--- src/verilog/tmr8_pkg.sv ---
// How it works
// Force strobe in non-PWM mode applies an immediate compare action to the output.
// Forced compare sets no flag, raises no interrupt, never clears the counter.
// Force strobe bit always reads back as zero.
// Software writes force strobe as zero while a PWM mode is selected.
// Mode code: 0 normal, 1 phase-correct PWM, 2 clear-on-compare, 3 fast PWM.
// Active compare loads at once in non-PWM, at TOP phase-correct, BOTTOM fast.
// Overflow flag set at MAX, or at direction change at zero in phase-correct.
// Nonzero output action overrides the pin; driver enabled only with direction bit.
// Non-PWM actions on match: 00 off, 01 toggle, 10 clear, 11 set.
// Fast PWM: 10 clears on match and sets at BOTTOM, 11 inverse.
// Phase-correct: 10 clears on up-count match, sets on down-count match; 11 inverse.
// PWM with compare equal TOP and upper action bit: skip match, act at TOP.
// Clock select: stop, undivided, or source divided by 8 to 1024.
// Counter readable and writable; a write blocks the match on the next tick.
// Compare register is checked against the counter all the time; here it is compared only on tick cycles.
// Compare request when compare flag, its enable and global enable are all set.
// Overflow request when overflow flag, its enable and global enable are all set.
// Compare flag set on match; cleared by vector execution or writing one.
// Overflow flag cleared by vector execution or writing one; zero leaves it.
// Timer source clock is the main clock.
// Counter, compare and flags advance only on prescaled tick cycles.
`default_nettype none
package tmr8_pkg;
  localparam logic [7:0] ADDR_CTL = 8'hB0;
  localparam logic [7:0] ADDR_CNT = 8'hB2;
  localparam logic [7:0] ADDR_CMP = 8'hB3;
  localparam logic [7:0] ADDR_MASK = 8'h70;
  localparam logic [7:0] ADDR_FLAGS = 8'h37;
  localparam logic [7:0] CNT_MAX = 8'hFF;
  localparam logic [7:0] CNT_BOTTOM = 8'h00;
  localparam logic [7:0] ONE8 = 8'h01;
  localparam logic [9:0] ONE10 = 10'h001;
  localparam int FORCE_BIT = 7;
  localparam int FLAG_CMP = 1;
  localparam int FLAG_OVF = 0;

  typedef enum logic [1:0] {
    MODE_NORMAL = 2'h0,
    MODE_PHASE = 2'h1,
    MODE_CLEAR = 2'h2,
    MODE_FAST = 2'h3
  } tmr8_mode_t;

  typedef enum logic [1:0] {
    DIR_UP = 2'h1,
    DIR_DOWN = 2'h2
  } tmr8_dir_t;

  // Byte layout of the control register, force strobe excluded
  typedef struct packed {
    logic wgm0;
    logic [1:0] out_action_sel;
    logic wgm1;
    logic [2:0] clk_select;
  } tmr8_ctl_t;

  typedef struct packed {
    logic [7:0] addr;
    logic [7:0] wdata;
    logic wr;
    logic rd;
  } tmr8_bus_t;

  typedef struct packed {
    logic level;
    logic oe;
    logic override_en;
  } tmr8_pin_t;

  // Divider taps on the free prescaler count
  function automatic logic tmr8_tick(input logic [2:0] sel, input logic [9:0] pre);
    logic [9:0] m;
    m = 10'h000;
    case (sel)
      3'h2: m = 10'h007;
      3'h3: m = 10'h01F;
      3'h4: m = 10'h03F;
      3'h5: m = 10'h07F;
      3'h6: m = 10'h0FF;
      3'h7: m = 10'h3FF;
      default: m = 10'h000;
    endcase
    if (sel == 3'h0) begin
      return 1'b0;
    end
    return (pre & m) == m;
  endfunction
endpackage
`default_nettype wire

--- src/verilog/tmr8_timer.sv ---
// The strobed register port was decided locally.
`timescale 1ns/1ns
`default_nettype none
module tmr8_timer (
  // Clock and reset
  input wire logic clock,
  input wire logic nrst,
  // Register port
  input wire tmr8_pkg::tmr8_bus_t bus,
  output logic [7:0] rdata,
  // Core side
  input wire logic global_irq_en,
  input wire logic compare_vec_ack,
  input wire logic overflow_vec_ack,
  input wire logic wave_dir_bit,
  // Requests and pin
  output logic compare_irq,
  output logic overflow_irq,
  output tmr8_pkg::tmr8_pin_t wave_out
);

  typedef struct packed {
    tmr8_pkg::tmr8_ctl_t ctl;
    logic [7:0] cnt;
    logic [7:0] ocr_buf;
    logic [7:0] ocr_act;
    logic [1:0] flags;
    logic [1:0] mask;
    logic [9:0] pre;
    tmr8_pkg::tmr8_dir_t dir;
    logic block;
    logic wave;
    logic [7:0] rdata;
  } tmr8_state_t;

  tmr8_state_t r;
  tmr8_state_t next_r;

  // Non-PWM action on a compare event
  function automatic logic act_plain(input logic [1:0] com, input logic cur);
    case (com)
      2'h1: return !cur;
      2'h2: return 1'b0;
      2'h3: return 1'b1;
      default: return cur;
    endcase
  endfunction

  // PWM action; inv selects the bottom / down-count half
  function automatic logic act_pwm(input logic [1:0] com, input logic cur, input logic inv);
    return com[1] ? (com[0] ^ inv) : cur;
  endfunction

  function automatic logic is_pwm(input tmr8_pkg::tmr8_mode_t m);
    return (m == tmr8_pkg::MODE_PHASE) || (m == tmr8_pkg::MODE_FAST);
  endfunction

  tmr8_pkg::tmr8_mode_t mode;
  tmr8_pkg::tmr8_mode_t wr_mode;
  tmr8_pkg::tmr8_ctl_t wr_ctl;
  logic tick;
  logic match;
  logic special;
  logic force_apply;
  logic wr_ctl_hit;
  logic wr_cnt_hit;
  logic wr_cmp_hit;
  logic wr_flags_hit;
  logic [7:0] top;
  logic [1:0] set_flags;

  always_comb begin
    mode = tmr8_pkg::tmr8_mode_t'({r.ctl.wgm1, r.ctl.wgm0});
    wr_ctl = bus.wdata[6:0];
    wr_mode = tmr8_pkg::tmr8_mode_t'({wr_ctl.wgm1, wr_ctl.wgm0});
    wr_ctl_hit = bus.wr && (bus.addr == tmr8_pkg::ADDR_CTL);
    wr_cnt_hit = bus.wr && (bus.addr == tmr8_pkg::ADDR_CNT);
    wr_cmp_hit = bus.wr && (bus.addr == tmr8_pkg::ADDR_CMP);
    wr_flags_hit = bus.wr && (bus.addr == tmr8_pkg::ADDR_FLAGS);
    // Only the main clock feeds the prescaler here
    tick = tmr8_pkg::tmr8_tick(r.ctl.clk_select, r.pre);
    top = (mode == tmr8_pkg::MODE_CLEAR) ? r.ocr_act : tmr8_pkg::CNT_MAX;
    match = tick && (r.cnt == r.ocr_act) && !r.block;
    special = is_pwm(mode) && (r.ocr_act == top) && r.ctl.out_action_sel[1];
    force_apply = wr_ctl_hit && bus.wdata[tmr8_pkg::FORCE_BIT] && !is_pwm(wr_mode);
    set_flags = 2'h0;
    next_r = r;
    next_r.pre = r.pre + tmr8_pkg::ONE10;
    next_r.rdata = 8'h00;

    if (tick) begin
      next_r.block = 1'b0;
      set_flags[tmr8_pkg::FLAG_CMP] = match;
      case (mode)
        tmr8_pkg::MODE_NORMAL: begin
          next_r.cnt = r.cnt + tmr8_pkg::ONE8;
          set_flags[tmr8_pkg::FLAG_OVF] = (r.cnt == tmr8_pkg::CNT_MAX);
          if (match) begin
            next_r.wave = act_plain(r.ctl.out_action_sel, r.wave);
          end
        end
        tmr8_pkg::MODE_CLEAR: begin
          next_r.cnt = (r.cnt == top) ? tmr8_pkg::CNT_BOTTOM : r.cnt + tmr8_pkg::ONE8;
          set_flags[tmr8_pkg::FLAG_OVF] = (r.cnt == tmr8_pkg::CNT_MAX);
          if (match) begin
            next_r.wave = act_plain(r.ctl.out_action_sel, r.wave);
          end
        end
        tmr8_pkg::MODE_FAST: begin
          next_r.cnt = r.cnt + tmr8_pkg::ONE8;
          set_flags[tmr8_pkg::FLAG_OVF] = (r.cnt == tmr8_pkg::CNT_MAX);
          if (match && !special) begin
            next_r.wave = act_pwm(r.ctl.out_action_sel, r.wave, 1'b0);
          end
          // TOP and the following BOTTOM share this tick
          if (r.cnt == tmr8_pkg::CNT_MAX) begin
            next_r.ocr_act = r.ocr_buf;
            next_r.wave = act_pwm(r.ctl.out_action_sel, r.wave, 1'b1);
          end
        end
        default: begin
          if (match && !special) begin
            next_r.wave = act_pwm(r.ctl.out_action_sel, r.wave,
                                  r.dir == tmr8_pkg::DIR_DOWN);
          end
          if (r.dir == tmr8_pkg::DIR_UP) begin
            if (r.cnt == tmr8_pkg::CNT_MAX) begin
              next_r.dir = tmr8_pkg::DIR_DOWN;
              next_r.cnt = r.cnt - tmr8_pkg::ONE8;
              next_r.ocr_act = r.ocr_buf;
              if (special) begin
                next_r.wave = act_pwm(r.ctl.out_action_sel, r.wave, 1'b1);
              end
            end else begin
              next_r.cnt = r.cnt + tmr8_pkg::ONE8;
            end
          end else if (r.cnt == tmr8_pkg::CNT_BOTTOM) begin
            next_r.dir = tmr8_pkg::DIR_UP;
            next_r.cnt = r.cnt + tmr8_pkg::ONE8;
            set_flags[tmr8_pkg::FLAG_OVF] = 1'b1;
          end else begin
            next_r.cnt = r.cnt - tmr8_pkg::ONE8;
          end
        end
      endcase
    end

    // Software writes take precedence over the tick's count and level
    if (wr_ctl_hit) begin
      next_r.ctl = wr_ctl;
      if (!is_pwm(wr_mode)) begin
        next_r.dir = tmr8_pkg::DIR_UP;
      end
      if (force_apply) begin
        next_r.wave = act_plain(wr_ctl.out_action_sel, next_r.wave);
      end
    end else if (wr_cnt_hit) begin
      next_r.cnt = bus.wdata;
      next_r.block = 1'b1;
    end else if (wr_cmp_hit) begin
      next_r.ocr_buf = bus.wdata;
      if (!is_pwm(mode)) begin
        next_r.ocr_act = bus.wdata;
      end
    end else if (wr_flags_hit) begin
      next_r.flags = r.flags & ~bus.wdata[1:0];
    end else if (bus.wr && (bus.addr == tmr8_pkg::ADDR_MASK)) begin
      next_r.mask = bus.wdata[1:0];
    end

    if (compare_vec_ack) begin
      next_r.flags[tmr8_pkg::FLAG_CMP] = 1'b0;
    end
    if (overflow_vec_ack) begin
      next_r.flags[tmr8_pkg::FLAG_OVF] = 1'b0;
    end
    // A hardware set in the clearing cycle wins
    next_r.flags = next_r.flags | set_flags;

    if (bus.rd) begin
      if (bus.addr == tmr8_pkg::ADDR_CTL) begin
        next_r.rdata = {1'b0, r.ctl};
      end else if (bus.addr == tmr8_pkg::ADDR_CNT) begin
        next_r.rdata = r.cnt;
      end else if (bus.addr == tmr8_pkg::ADDR_CMP) begin
        next_r.rdata = r.ocr_buf;
      end else if (bus.addr == tmr8_pkg::ADDR_FLAGS) begin
        next_r.rdata = {6'h00, r.flags};
      end else if (bus.addr == tmr8_pkg::ADDR_MASK) begin
        next_r.rdata = {6'h00, r.mask};
      end else begin
        next_r.rdata = 8'h00;
      end
    end
  end

  always_ff @(posedge clock) begin
    if (!nrst) begin
      r <= '{ctl: '0, cnt: 8'h00, ocr_buf: 8'h00, ocr_act: 8'h00, flags: 2'h0,
             mask: 2'h0, pre: 10'h000, dir: tmr8_pkg::DIR_UP, block: 1'b0,
             wave: 1'b0, rdata: 8'h00};
    end else begin
      r <= next_r;
    end
  end

  assign rdata = r.rdata;
  assign compare_irq = r.flags[tmr8_pkg::FLAG_CMP] && r.mask[tmr8_pkg::FLAG_CMP]
                       && global_irq_en;
  assign overflow_irq = r.flags[tmr8_pkg::FLAG_OVF] && r.mask[tmr8_pkg::FLAG_OVF]
                        && global_irq_en;
  // One driver for the whole pin bundle
  assign wave_out = '{level: r.wave, oe: (|r.ctl.out_action_sel) && wave_dir_bit,
                      override_en: |r.ctl.out_action_sel};
endmodule
`default_nettype wire

--- config.mk ---
export PLATFORM = sky130hd
export DESIGN_NAME = tmr8_timer
export DESIGN_NICKNAME = d
export VERILOG_FILES = /design/src/verilog/tmr8_pkg.sv /design/src/verilog/tmr8_timer.sv
export SDC_FILE = /design/constraint.sdc
export NUM_CORES = 1
export LEC_CHECK = 0
export BUFFER_PORTS_ARGS = -buffer_cell sky130_fd_sc_hd__buf_2
export CAP_MARGIN = 20
export CORE_MARGIN = 2
export CORE_UTILIZATION = 40
export CTS_CLUSTER_DIAMETER = 200
export DETAILED_ROUTE_END_ITERATION = 6
export GPL_TIMING_DRIVEN = 0
export MAX_ROUTING_LAYER = met4
export SYNTH_ARGS = -nofsm -noshare
export SYNTH_HDL_FRONTEND = slang
export SYNTH_SLANG_ARGS = --single-unit
export TNS_END_PERCENT = 100
--- constraint.sdc ---
create_clock -name clock -period 2.7 [get_ports clock]
set_input_delay 0.54 -clock clock [delete_from_list [all_inputs] [get_ports clock]]
set_output_delay 0.54 -clock clock [all_outputs]
set_load 0.05 [all_outputs]
==> Implementation_results.wiki <==
{| class="wikitable"
! Metric !! Value
|-
| Result of the run || finished, final reports clean
|-
| Largest net degree at the start of global routing || 12
|-
| Critical Path RT || 2980 ps
|-
| Global-route wire length before repair || 17.5 mm
|-
| Global placement routability congestion || 0.984
|-
| RSZ-0062 raised after global routing || false
|-
| Storage element area || 1140 sq um
|-
| Clock Sinks || 57
|-
| Number of buffers inserted to repair setup after CTS || 0
|-
| Pre-CTS setup slack || -72.6 ps
|-
| Leading cell type in the layout, fill and taps excluded || sky130_fd_sc_hd__dfxtp_1
|-
| Number of fill cells in the layout || 878
|-
| Total negative slack || 0 ps
|-
| Setup Skew || 10.7 ps
|-
| Pins Over Slew Limit || 0
|-
| Initial core utilization || 0.414
|-
| Area of the die || 9850 sq um
|-
| Number of buffers created by CTS || 9
|-
| Synth-to-layout area growth || 13.7%
|-
| Sw frac || 0.259
|-
| Hold path startpoint || overflow_vec_ack
|-
| Final core area utilization || 0.471
|-
| Kind of critical path || reg2reg
|-
| Number of I/O port buffers || 34
|-
| Tot Pwr || 1.76 mW
|-
| Final hold violation count || 0
|-
| Total congestion overflow after global routing || 0
|-
| Detailed Route WL || 11.1 mm
|-
| Number of enable-type register cells in the synthesized netlist || 0
|-
| Seq/Total Area, Yosys || 0.315
|-
| Minimum clock period after layout || 2500 ps
|-
| Sw power || 0.457 mW
|-
| Final Cycle Share || 0.926
|-
| VDD IR max || 344 uV
|-
| Via count of the first global-routing pass || 3429
|-
| Layout net count || 529
|-
| Synthesis-stage register bit count || 57
|-
| Clock-pin transition on the worst setup and hold timing paths || 80 ps
|-
| Count of final setup violators || 0
|-
| Cell type with the highest aggregate area in the netlist || sky130_fd_sc_hd__dfxtp_1
|-
| CTS tree || done
|-
| Source-to-sink clock delay at the later pin of the worst-skew pair || 350 ps
|-
| Area of the mapped netlist || 3630 sq um
|-
| RR Startpoint || r[42]
|-
| Total DRC errors in the routed layout || 0
|-
| Worst hold margin || 452 ps
|-
| Floorplan core area || 8760 sq um
|-
| Power share of the combinational group || 0.052
|-
| Share of synthesized flip-flops with an asynchronous set or reset || 0
|-
| Maxcap violations || 0
|-
| Top-Level Pins || 37
|-
| Endpoint kind of the worst setup timing path || flop
|-
| Post-synthesis area per instance || 7.99 sq um
|-
| Clk root buf || sky130_fd_sc_hd__clkbuf_8
|-
| CTS H-tree depth || 3
|-
| Worst rel slew slack || 0.440
|-
| Die Width || 99.2 microns
|-
| Dominant synthesized flop cell || sky130_fd_sc_hd__dfxtp_1
|-
| Total instance count after detailed placement || 596
|-
| Top area cells in the synthesized netlist || sky130_fd_sc_hd__dfxtp_1 31%, sky130_fd_sc_hd__a21oi_1 4.7%, sky130_fd_sc_hd__nor2_1 3.9%, sky130_fd_sc_hd__nand2_1 3.4%, sky130_fd_sc_hd__mux2i_1 3.3%
|-
| Layout cells sized above 1 || 0.169
|-
| Layout Cells excl Fill || 610
|-
| Launch point of the critical path || r[42]
|-
| Pre-Repair DR Iteration Count || 5
|-
| Net count of the mapped netlist || 486
|-
| Routed vias/inst || 5.98
|-
| Leak Pwr || 1.62 nW
|-
| Initial antenna violation count || 0
|-
| Area of the multi-input gates || 2210 sq um
|-
| Antenna Nets Post-Route || 0
|-
| DP HPWL || 8.22 mm
|-
| Maximum frequency from static timing analysis || 400 MHz
|-
| Fraction of synthesized cell area taken by the top area cell type || 0.315
|-
| Commonest cells after routing, fill and taps aside || 57 x sky130_fd_sc_hd__dfxtp_1, 38 x sky130_fd_sc_hd__buf_2, 38 x sky130_fd_sc_hd__nor2_1, 34 x sky130_fd_sc_hd__a21oi_1, 33 x sky130_fd_sc_hd__nand2_1
|-
| Clock buffer depth || 2
|-
| Vertical die dimension || 99.2 microns
|-
| Ys Warns || 0
|-
| DP Area || 3930 sq um
|-
| Number of library cell types mapped by synthesis || 67
|-
| Number of rows created at floorplan || 34
|-
| Cell-internal power || 1.30 mW
|-
| Post-synthesis cell count || 454
|-
| Clock Power Share || 0.465
|-
| Cell Pwr Density || 427 nW/um^2
|-
| Flop pwr share || 0.483
|-
| Finished Cell Area || 4130 sq um
|-
| GR Util All Layers || 0.236
|-
| Routed WL per cell || 18.3 microns
|-
| Number of DRC violations after detailed-routing iteration 0 || 235
|-
| Least setup slack across all paths after layout || 200 ps
|-
| Critical path launch point type || flop
|-
| Vias || 3647
|-
| Slew of the pin with the lowest slew margin || 829 ps
|-
| Max Fanout on Critical Path || 9
|-
| # diodes || 0
|-
| Critical path data arrival time || 2780 ps
|-
| Type of the most critical hold path || in2reg
|}
-- synth_stat cells (4+ instances only) --
master and count:
sky130_fd_sc_hd__nand2b_1 6, sky130_fd_sc_hd__ha_1 8, sky130_fd_sc_hd__a31oi_1 6, sky130_fd_sc_hd__xor2_1 11, sky130_fd_sc_hd__nand4_1 4, sky130_fd_sc_hd__buf_2 4
sky130_fd_sc_hd__o221ai_1 8, sky130_fd_sc_hd__or3_1 5, sky130_fd_sc_hd__and2_1 11, sky130_fd_sc_hd__nor4_1 6, sky130_fd_sc_hd__dfxtp_1 57, sky130_fd_sc_hd__nor2b_1 4
sky130_fd_sc_hd__mux2i_1 12, sky130_fd_sc_hd__nand3_1 21, sky130_fd_sc_hd__o21a_1 10, sky130_fd_sc_hd__nor3_1 17, sky130_fd_sc_hd__o21ai_1 4, sky130_fd_sc_hd__a21oi_1 34
sky130_fd_sc_hd__clkbuf_1 16, sky130_fd_sc_hd__o22ai_1 8, sky130_fd_sc_hd__xnor2_1 6, sky130_fd_sc_hd__and4_1 8, sky130_fd_sc_hd__inv_1 15, sky130_fd_sc_hd__and3_1 6
sky130_fd_sc_hd__buf_4 11, sky130_fd_sc_hd__a21boi_0 8, sky130_fd_sc_hd__buf_6 4, sky130_fd_sc_hd__o21ai_0 21, sky130_fd_sc_hd__nand3b_1 4, sky130_fd_sc_hd__nand2_1 33
sky130_fd_sc_hd__nor2_1 38
-- worst max-delay path, stage by stage, from the launching register on --
cell,delay (ps)
sky130_fd_sc_hd__dfxtp_1,550
sky130_fd_sc_hd__ha_1,410
sky130_fd_sc_hd__nand4_1,260
sky130_fd_sc_hd__o31a_1,350
sky130_fd_sc_hd__o21ai_0,160
sky130_fd_sc_hd__o211ai_1,120
sky130_fd_sc_hd__a211oi_2,280
sky130_fd_sc_hd__o211ai_1,130
sky130_fd_sc_hd__a21oi_2,160
-- area by class of cell --
class,instances,share of cell area
Buffer,35,0.0528
Clock buffer,10,0.0309
Clock inverter,6,0.0164
Inverter,16,0.0146
Multi-Input combinational cell,344,0.535
Sequential cell,57,0.277
Tap cell,108,0.0328
Timing Repair Buffer,34,0.0412
-- power groups by stage --
stage | clock, mW | sequential (mW) | combinational [mW]
global placement | 0 | 0.870 | 0.0894
floorplan | 0 | 0.869 | 0.0433
global route | 0.860 | 0.852 | 0.0985
detailed placement | 0 | 0.870 | 0.0899
CTS | 0.825 | 0.851 | 0.0903
finish | 0.819 | 0.851 | 0.0918
-- routing by layer --
layer / wire (microns) / GRT usage
met5: 0 / -
met4: 258 / 0.0906
met3: 658 / 0.0316
met2: 5000 / 0.366
met1: 5220 / 0.314
-- path summary, 6_finish.rpt --
check | to | slack (ps) | depth (start not counted)
setup / recovery | wave_out[2] | 200 | 8
hold / removal | r[24] | 450 | 3
setup reg to reg | wave_out[2] | 200 | 8
hold reg to reg | r[12] | 480 | 1
-- registers in the layout, indices dropped and copies added (netlist names) --
signal	cells
wave_out	1
rdata	8
r	46
mode	2
-- timing repair --
item,CTS,global route
resized for setup,0,1
hold buffers,0,0
setup endpoints to repair,0,9
-- logic make-up after synthesis --
| logic type | count (synthesis) | synth area share |
|---|---|---|
| fa+ha+maj | 8 | 0.0276 |
| compound gates | 127 | 0.231 |
| buf+inv | 53 | 0.0786 |
| simple gates | 179 | 0.270 |
| flops | 57 | 0.315 |
| mux | 12 | 0.0331 |
| xor+xnor | 18 | 0.0455 |
Note: power is estimated with default switching activity, not from simulation.
